$ cat src/pkg/contact_port_pkg.sv
package contact_port_pkg;

    // ------------------------------------------------------------------
    // Register map (byte addresses).
    // ------------------------------------------------------------------
    localparam logic [7:0] ADDR_CONTROL = 8'h00;
    localparam logic [7:0] ADDR_DEBOUNCE = 8'h04;
    localparam logic [7:0] ADDR_RECALL = 8'h08;
    localparam logic [7:0] ADDR_STATUS = 8'h0C;
    localparam logic [7:0] ADDR_LINES = 8'h10;

    // ------------------------------------------------------------------
    // Control register fields.
    // ------------------------------------------------------------------
    localparam int CTRL_STYLE_LSB = 0;
    localparam int CTRL_STYLE_W = 3;
    localparam int CTRL_EVENT_BIT = 4;

    // ------------------------------------------------------------------
    // Recall register fields.
    // ------------------------------------------------------------------
    localparam int RECALL_SNAP_LSB = 0;
    localparam int RECALL_SNAP_W = 3;
    localparam int RECALL_GO_BIT = 8;

    // ------------------------------------------------------------------
    // Status register fields.
    // ------------------------------------------------------------------
    localparam int STAT_SNAP_LSB = 0;
    localparam int STAT_MUTE_BIT = 4;
    localparam int STAT_OVERRIDE_BIT = 5;
    localparam int STAT_SOURCE_LSB = 8;
    localparam int STAT_PATTERN_LSB = 12;

    // ------------------------------------------------------------------
    // Reset values and timing.
    // ------------------------------------------------------------------
    localparam int DEBOUNCE_W = 16;
    localparam logic [15:0] DEBOUNCE_RESET = 16'h03E8;
    localparam logic [2:0] SNAP_RESET = 3'h1;

    // Port style encodings as written to the control register.
    typedef enum logic [2:0] {
        STYLE_NONE = 3'h0,
        STYLE_TWO_MUTE = 3'h1,
        STYLE_THREE = 3'h2,
        STYLE_FOUR = 3'h3,
        STYLE_THREE_MUTE = 3'h4
    } port_style_t;

    // Recall source encodings shown in the status register.
    typedef enum logic [1:0] {
        SRC_NONE = 2'h0,
        SRC_LOCAL = 2'h1,
        SRC_REMOTE = 2'h2,
        SRC_PORT = 2'h3
    } recall_source_t;

endpackage

$ cat src/design/contact_port_snapshot_decoder.sv
// Operation
// [RQ1] Two contact lines X and Y, asserted by pulling them to ground.
// [RQ2] A port style register selects one of five decoding styles.
// [RQ3] Two plus mute: X gives 1, Y gives 2, both mute, open nothing.
// [RQ4] Three snaps: X gives 1, Y gives 2, both give 3, open nothing.
// [RQ5] Four snaps: open 1, X 2, Y 3, both 4.
// [RQ6] Three plus mute: open 1, X 2, Y 3, both mute.
// [RQ7] Event operation recalls the pattern's snapshot on a momentary closure.
// [RQ8] State operation follows the held pattern; party must keep it applied.
// [RQ9] Event operation only in the first two snap styles; others are state.
// [RQ10] Driven port or state-only style beats menu and remote recall.
// [RQ11] While overriding, menu is locked and snapshot number is shown.
// [RQ12] Recall requests come from local menu, remote application and port.
// [RQ13] A recall reloads a component on every input and output channel.
// [RQ14] Recall reloads referenced components, not saved parameter values.
// [RQ15] Style none ignores both lines and makes no recall or mute.
// [RQ16] Each line is synchronised and debounced over programmable cycles.
// [RQ17] Event operation acts once per new non-open pattern, not on open.
`timescale 1ns/1ps
`default_nettype none

module contact_port_snapshot_decoder
    import contact_port_pkg::*;
#(
    parameter int CHANNELS = 8,
    parameter int SNAP_W = 3
) (
    input wire logic core_clk, // System clock, 100 MHz.
    input wire logic rst_n, // Asynchronous reset, active low.
    input wire logic contact_line_x_n, // Contact line X, low when grounded.
    input wire logic contact_line_y_n, // Contact line Y, low when grounded.
    input wire logic local_recall, // Front panel recall strobe.
    input wire logic [SNAP_W-1:0] local_snap, // Front panel snapshot.
    input wire logic hsel, // AHB slave select.
    input wire logic [31:0] haddr, // AHB address.
    input wire logic [1:0] htrans, // AHB transfer type.
    input wire logic hwrite, // AHB write flag.
    input wire logic [2:0] hsize, // AHB transfer size.
    input wire logic [31:0] hwdata, // AHB write data.
    input wire logic hready, // AHB bus ready.
    output logic [31:0] hrdata, // AHB read data.
    output logic hreadyout, // AHB slave ready.
    output logic hresp, // AHB response, always OKAY.
    output logic recall_go, // One-cycle recall pulse.
    output logic [SNAP_W-1:0] recall_snap, // Snapshot being recalled.
    output logic [CHANNELS-1:0] in_load, // Per input component reload.
    output logic [CHANNELS-1:0] out_load, // Per output component reload.
    output logic global_load, // Device-wide settings reload.
    output logic mute, // Output mute level.
    output logic menu_lock, // Snapshot menu locked.
    output logic [SNAP_W-1:0] home_snap // Snapshot on home display.
);

    initial begin
        if (SNAP_W < 3) begin
            $error("Snapshot width must hold the value four.");
        end
        if (CHANNELS < 1) begin
            $error("At least one channel is needed.");
        end
    end

    // ------------------------------------------------------------------
    // Register state.
    // ------------------------------------------------------------------
    port_style_t style;
    logic event_mode;
    logic [DEBOUNCE_W-1:0] settle;
    logic [SNAP_W-1:0] current_snap;
    recall_source_t last_source;
    logic remote_pend;
    logic [SNAP_W-1:0] remote_snap;

    // AHB data phase state.
    logic dp_write;
    logic dp_read;
    logic [7:0] dp_addr;

    // Decoder state.
    logic [1:0] prev_pattern;
    logic gx;
    logic gy;

    // ------------------------------------------------------------------
    // Contact line conditioning.
    // ------------------------------------------------------------------
    // Each ground-active line is synchronised and debounced separately.
    contact_debounce #(
        .CNT_W(DEBOUNCE_W)
    ) u_deb_x (
        .core_clk(core_clk),
        .rst_n(rst_n),
        .line_n(contact_line_x_n), // [RQ1]
        .settle(settle),
        .grounded(gx)
    );

    contact_debounce #(
        .CNT_W(DEBOUNCE_W)
    ) u_deb_y (
        .core_clk(core_clk),
        .rst_n(rst_n),
        .line_n(contact_line_y_n), // [RQ1]
        .settle(settle),
        .grounded(gy)
    );

    // ------------------------------------------------------------------
    // Pattern decoding.
    // ------------------------------------------------------------------
    // Bit 1 is X grounded and bit 0 is Y grounded.
    wire logic [1:0] pattern = {gx, gy};

    // Returns {valid, mute, snapshot} for a style and line pattern.
    function automatic logic [4:0] decode(input port_style_t st,
                                          input logic [1:0] pat);
        logic [4:0] res;
        res = 5'h00;
        case (st)
            STYLE_TWO_MUTE: begin
                case (pat) // [RQ3]
                    2'h2: res = 5'h11;
                    2'h1: res = 5'h12;
                    2'h3: res = 5'h18;
                    default: res = 5'h00;
                endcase
            end
            STYLE_THREE: begin
                case (pat) // [RQ4]
                    2'h2: res = 5'h11;
                    2'h1: res = 5'h12;
                    2'h3: res = 5'h13;
                    default: res = 5'h00;
                endcase
            end
            STYLE_FOUR: begin
                case (pat) // [RQ5]
                    2'h0: res = 5'h11;
                    2'h2: res = 5'h12;
                    2'h1: res = 5'h13;
                    default: res = 5'h14;
                endcase
            end
            STYLE_THREE_MUTE: begin
                case (pat) // [RQ6]
                    2'h0: res = 5'h11;
                    2'h2: res = 5'h12;
                    2'h1: res = 5'h13;
                    default: res = 5'h18;
                endcase
            end
            default: res = 5'h00; // [RQ15]
        endcase
        return res;
    endfunction

    wire logic [4:0] decoded = decode(style, pattern);
    wire logic dec_valid = decoded[4];
    wire logic dec_mute = decoded[3];
    wire logic [SNAP_W-1:0] dec_snap = SNAP_W'(decoded[2:0]);

    // Four snaps and three plus mute permit state operation only.
    wire logic state_only = (style == STYLE_FOUR) ||
        (style == STYLE_THREE_MUTE);
    wire logic use_event = event_mode && !state_only; // [RQ9]
    wire logic port_active = style != STYLE_NONE; // [RQ15]
    wire logic driven = port_active && (pattern != 2'h0);

    // Event mode fires once on each change to a new non-open pattern.
    wire logic event_fire = use_event && dec_valid &&
        (pattern != prev_pattern); // [RQ7] [RQ17]
    // State mode fires when the held pattern selects a new result.
    wire logic state_change = (dec_mute != mute) ||
        (!dec_mute && dec_snap != current_snap);
    wire logic state_fire = port_active && !use_event && dec_valid &&
        state_change; // [RQ8]
    wire logic port_fire = event_fire || state_fire;

    // Port override locks out menu and remote recall.
    wire logic override = driven || (port_active && state_only); // [RQ10]

    // ------------------------------------------------------------------
    // AHB-Lite slave.
    // ------------------------------------------------------------------
    wire logic take = hsel && hready && htrans[1];
    wire logic wr_ctrl = dp_write && dp_addr == ADDR_CONTROL;
    wire logic wr_deb = dp_write && dp_addr == ADDR_DEBOUNCE;
    wire logic wr_recall = dp_write && dp_addr == ADDR_RECALL &&
        hwdata[RECALL_GO_BIT];
    wire logic [2:0] wr_style = hwdata[CTRL_STYLE_LSB +: CTRL_STYLE_W];
    wire logic style_ok = wr_style <= STYLE_THREE_MUTE;

    // Address phase capture; every access completes with no wait state.
    always_ff @(posedge core_clk or negedge rst_n) begin
        if (!rst_n) begin
            dp_write <= 1'b0;
            dp_read <= 1'b0;
            dp_addr <= 8'h00;
        end else begin
            dp_write <= take && hwrite;
            dp_read <= take && !hwrite;
            dp_addr <= haddr[7:0];
        end
    end

    assign hreadyout = 1'b1;
    assign hresp = 1'b0;

    // Read data mux for the data phase.
    wire logic [31:0] status_word =
        (32'(current_snap) << STAT_SNAP_LSB) |
        (32'(mute) << STAT_MUTE_BIT) |
        (32'(override) << STAT_OVERRIDE_BIT) |
        (32'(last_source) << STAT_SOURCE_LSB) |
        (32'(pattern) << STAT_PATTERN_LSB);
    wire logic [31:0] ctrl_word = (32'(style) << CTRL_STYLE_LSB) |
        (32'(event_mode) << CTRL_EVENT_BIT);
    wire logic [31:0] read_word =
        (dp_addr == ADDR_CONTROL) ? ctrl_word :
        (dp_addr == ADDR_DEBOUNCE) ? 32'(settle) :
        (dp_addr == ADDR_RECALL) ? 32'(remote_snap) :
        (dp_addr == ADDR_STATUS) ? status_word :
        (dp_addr == ADDR_LINES) ? 32'(pattern) : 32'h0000_0000;

    assign hrdata = dp_read ? read_word : 32'h0000_0000;

    // Configuration registers written by software.
    always_ff @(posedge core_clk or negedge rst_n) begin
        if (!rst_n) begin
            style <= STYLE_NONE;
            event_mode <= 1'b0;
            settle <= DEBOUNCE_RESET;
        end else begin
            if (wr_ctrl && style_ok) begin
                style <= port_style_t'(wr_style); // [RQ2]
            end
            if (wr_ctrl) begin
                event_mode <= hwdata[CTRL_EVENT_BIT];
            end
            if (wr_deb) begin
                settle <= hwdata[DEBOUNCE_W-1:0]; // [RQ16]
            end
        end
    end

    // Remote request is held until served, refused by the override or displaced by a front panel recall.
    always_ff @(posedge core_clk or negedge rst_n) begin
        if (!rst_n) begin
            remote_pend <= 1'b0;
            remote_snap <= SNAP_W'(SNAP_RESET);
        end else if (wr_recall) begin
            remote_pend <= 1'b1; // [RQ12]
            remote_snap <= hwdata[RECALL_SNAP_LSB +: SNAP_W];
        end else if (!port_fire) begin
            remote_pend <= 1'b0;
        end
    end

    // ------------------------------------------------------------------
    // Recall arbitration.
    // ------------------------------------------------------------------
    // The port wins, then the front panel, then the remote application.
    wire logic local_ok = local_recall && !override; // [RQ10] [RQ12]
    wire logic remote_ok = remote_pend && !override; // [RQ10]
    wire logic any_recall = (port_fire && !dec_mute) || local_ok ||
        (!port_fire && remote_ok);
    wire logic [SNAP_W-1:0] pick_snap =
        port_fire ? dec_snap : local_ok ? local_snap : remote_snap;
    wire recall_source_t pick_src =
        port_fire ? SRC_PORT : local_ok ? SRC_LOCAL : SRC_REMOTE;

    // Decoder history for event edge detection.
    always_ff @(posedge core_clk or negedge rst_n) begin
        if (!rst_n) begin
            prev_pattern <= 2'h0;
        end else begin
            prev_pattern <= pattern; // [RQ17]
        end
    end

    // Current snapshot, mute and recall strobes.
    always_ff @(posedge core_clk or negedge rst_n) begin
        if (!rst_n) begin
            current_snap <= SNAP_W'(SNAP_RESET);
            mute <= 1'b0;
            last_source <= SRC_NONE;
            recall_go <= 1'b0;
            recall_snap <= SNAP_W'(SNAP_RESET);
        end else begin
            recall_go <= 1'b0;
            if (port_fire && dec_mute) begin
                mute <= 1'b1; // [RQ3] [RQ6]
                last_source <= SRC_PORT;
            end else if (any_recall && !(port_fire && dec_mute)) begin
                mute <= 1'b0;
                current_snap <= pick_snap;
                last_source <= pick_src;
                recall_go <= 1'b1; // [RQ12]
                recall_snap <= pick_snap;
            end
        end
    end

    // ------------------------------------------------------------------
    // Component reload and display.
    // ------------------------------------------------------------------
    // A recall reloads the referenced component on every channel and the device-wide settings.
    assign in_load = {CHANNELS{recall_go}}; // [RQ13] [RQ14]
    assign out_load = {CHANNELS{recall_go}}; // [RQ13] [RQ14]
    assign global_load = recall_go; // [RQ13]
    assign menu_lock = override; // [RQ11]
    assign home_snap = override ? current_snap : '0; // [RQ11]

endmodule

`default_nettype wire

$ cat src/design/contact_debounce.sv
`timescale 1ns/1ps
`default_nettype none

module contact_debounce
    import contact_port_pkg::*;
#(
    parameter int CNT_W = DEBOUNCE_W
) (
    input wire logic core_clk, // System clock.
    input wire logic rst_n, // Asynchronous reset, active low.
    input wire logic line_n, // Raw contact line, low when grounded.
    input wire logic [CNT_W-1:0] settle, // Cycles a level must hold.
    output logic grounded // Debounced, high while grounded.
);

    initial begin
        if (CNT_W < 2) begin
            $error("contact_debounce: CNT_W must be at least 2.");
        end
    end

    logic sync_a;
    logic sync_b;
    logic [CNT_W-1:0] count;

    // ------------------------------------------------------------------
    // Synchroniser and settle counter.
    // ------------------------------------------------------------------
    wire logic raw_ground = ~sync_b;
    wire logic differs = raw_ground != grounded;
    wire logic settled = count >= settle;

    // Two flops bring the pin into the clock domain; idle line is open.
    always_ff @(posedge core_clk or negedge rst_n) begin
        if (!rst_n) begin
            sync_a <= 1'b1;
            sync_b <= 1'b1;
        end else begin
            sync_a <= line_n; // [RQ16]
            sync_b <= sync_a;
        end
    end

    // The new level is accepted once it has held for the settle count.
    always_ff @(posedge core_clk or negedge rst_n) begin
        if (!rst_n) begin
            count <= '0;
            grounded <= 1'b0;
        end else if (!differs) begin
            count <= '0;
        end else if (settled) begin
            count <= '0;
            grounded <= raw_ground; // [RQ16]
        end else begin
            count <= count + 1'b1;
        end
    end

endmodule

`default_nettype wire

$ cat config.mk
export PLATFORM = sky130hd
export DESIGN_NAME = contact_port_snapshot_decoder
export DESIGN_NICKNAME = d
export VERILOG_FILES = /design/src/pkg/contact_port_pkg.sv /design/src/design/contact_port_snapshot_decoder.sv /design/src/design/contact_debounce.sv
export SDC_FILE = /design/constraint.sdc
export NUM_CORES = 1
export LEC_CHECK = 0
export BUFFER_PORTS_ARGS = -buffer_cell sky130_fd_sc_hd__buf_4
export CAP_MARGIN = 10
export CORE_MARGIN = 10
export CORE_UTILIZATION = 48
export CTS_CLUSTER_DIAMETER = 100
export DETAILED_ROUTE_END_ITERATION = 8
export GPL_ROUTABILITY_DRIVEN = 0
export HOLD_SLACK_MARGIN = 0.06
export PLACE_DENSITY = 0.78
export SYNTH_ARGS = -nofsm -noshare
export SYNTH_HDL_FRONTEND = slang
export SYNTH_SLANG_ARGS = --single-unit
$ cat constraint.sdc
create_clock -name core_clk -period 2.7 [get_ports core_clk]
set_input_delay 0.405 -clock core_clk [delete_from_list [all_inputs] [get_ports core_clk]]
set_output_delay 0.405 -clock core_clk [all_outputs]
set_load 0.05 [all_outputs]
==> metrics.txt <==
status completed; DRC errors left 0; die footprint 14690 sq um; top-area cell type share of the netlist area 35.11%; largest net degree at the start of global routing 82; Starting Density 49.85%; top cells by area, synth dfrtp_1 (35%), ha_1 (9.9%), dfstp_2 (6.4%); R2R depth 9; final setup vio count 0; antenna violations before repair 0; critical path class reg2reg; Max Cap Viol 0; Core Box Area 9864 sq um; TritonRoute pass-1 iters 5; final WL 12.31 mm; internal reg-to-reg setup slack 0.17 ns; P per Cell Area 466.4 nW/um^2; Layout Area Growth over Synthesis 15.88%; Hold Buf Count CTS 0; Die H 121.2 microns; EDFF count, synth 0; CP Capture Type flip-flop; Yosys cell types 50; # diodes 0; clock latency at the later pin of the worst-skew pair 0.36 ns; Crit Path Max Fanout 4; synthesized area per cell 9.208 sq um; vias in the first global route 4091; final non-filler cell total 740; Row Count 36; layout cells sized above 1 22.08%; root buffer selected by CTS clkbuf_8; H-tree levels 3; Async SR Flop Fraction 100.0%; Final WS setup 0.1656 ns; Pwr Total 0.002658 W; worst slew pin tran 1.011 ns; Req. time, crit path 2.94 ns; Hold Path Depth 1; unrepaired setup endpoints after global routing false; TritonCTS clock tree yes; most common cell in the netlist nor2_1; routed vias 3992; Post-Route Skew 0.01227 ns; synth cell count leaders nor2_1 (73), dfrtp_1 (69), nand2_1 (40); P_leak 2.880 nW; 1st-iter DRT viols 316; fillcell total 854; Arr. time, crit path 2.77 ns; Place WS 0.1843 ns; IO Pins 140; GRT Total Usage 16.76%; clock-pin slew on the worst setup and hold paths 0.09 ns; Peak Freq 394.6 MHz; Via-to-Cell Ratio 5.395; Seq cells post-synth 81; Tmin final 2.534 ns; wire per inst 16.63 microns; TritonCTS Sinks 81; crit share post-route 93.87%; hold crit path type in2reg; Hold Fails Final Rpt 0; Syn Inst Count 534; Seq/Total Area, Yosys 41.53%; first-pass GRT wire length 20.23 mm; Final nets 721; Num CTS Buffers 9; # placed instances 724; IO buf count 77; Worst VDD drop 0.0002517 V; Slew headroom 32.60%; Synth area leader dfrtp_1; max-slew violations 0; synth warn 0; Routed Antenna Nets 0; mapped cell area 4917 sq um; post-DP HPWL 9.278 mm; crit start category flip-flop; Post-synth top flop dfrtp_1; Chip Width 121.2 microns; total grt overflow 0; Max Root-Sink Buffers 2
state kept, by name (all words and copies together) (netlist names), 2 cells and up:
name and count:
settle 16, u_deb_x.count 16, u_deb_y.count 16, dp_addr 8, current_snap 3, remote_snap 3, style 3, last_source 2
prev_pattern 2
placed cells by master, fill, tap and decap left out, types with 8 or more instances in the layout:
cell type	n
a21o_1	11
a21oi_1	21
and3_1	12
buf_4	89
clkbuf_8	9
conb_1	18
dfrtp_1	68
dfstp_2	12
ha_1	39
inv_1	30
nand2_1	40
nand3_1	23
nand4_1	8
nor2_1	72
nor3_1	11
o21ai_0	31
xnor2_1	17
xor2_1	17
worst paths after layout:
path                                              start                     endpoint
setup / recovery           u_deb_x.grounded$_DFFE_PN0P_  current_snap[1]$_DFFE_PN0P_
hold / removal                                 haddr[6]         dp_addr[6]$_DFF_PN0_
setup reg to reg           u_deb_x.grounded$_DFFE_PN0P_  current_snap[1]$_DFFE_PN0P_
hold reg to reg                u_deb_x.sync_a$_DFF_PN1_     u_deb_x.sync_b$_DFF_PN1_
max in group asynchronous                         rst_n         dp_addr[3]$_DFF_PN0_
min in group asynchronous                         rst_n   remote_snap[1]$_DFFE_PN0P_
what timing repair did:
item | 4_1_cts | 5_1_grt
endpoints found under the setup margin | 0 | 7
setup buffers | 0 | 0
gates resized for setup | 0 | 4
hold endpoints to repair | 0 | 0
final cells by class:
class	instances	area (sq um)	area share, %
multi-input combinational	391	2539	44.55
inverter	30	112.6	1.976
sequential	81	2043	35.86
timing repair buffer	89	668.1	11.73
clock inverter	6	41.29	0.7246
clock buffer	10	127.6	2.240
tap	133	166.4	2.921
worst max-delay path, stage by stage (launching register included):
cell and delay, ns:
dfrtp_1 0.36, inv_1 0.08, ha_1 0.21, or3b_1 0.40
o32ai_2 0.29, a21oi_1 0.14, xnor2_2 0.19, o31ai_1 0.26
a21oi_1 0.16, o32a_1 0.33
cell families after synthesis:
logic type / Yosys count / share of synthesized area, %
compound gates: 94 / 12.49
xor+xnor: 35 / 6.387
fa+ha+maj: 39 / 9.924
buf+inv: 78 / 8.753
flops: 81 / 41.53
mux: 12 / 2.595
other cells: 2 / 0.1527
simple gates: 193 / 18.17
power breakdown:
part / internal (W) / switching [W] / total [W]
combinational: 0.000162 / 0.000373 / 0.000535
clock: 0.000338 / 0.000476 / 0.000814
sequential: 0.00125 / 0.0000538 / 0.00131
metrics by stage:
stage / cell area (sq um) / utilization (%) / hold slack [ns] / TNS, ns
after floorplan: 4999 / - / 0.1094 / -0.2894
after global placement: 5515 / 55.91 / 0.3485 / 0
after detailed placement: 5515 / 55.91 / 0.3476 / 0
after CTS: 5684 / 57.62 / 0.1302 / 0
after global routing: 5698 / 57.76 / 0.1311 / 0
final: 5698 / 57.76 / 0.1447 / 0
layer usage:
metal,global-route usage [%],up-vias,wire [microns]
li1,-,1906,-
met1,20.10,1894,5093
met2,27.93,166,5807
met3,5.305,26,1182
met4,5.440,0,223
met5,0,-,0
(Power assumes the default switching activity.)
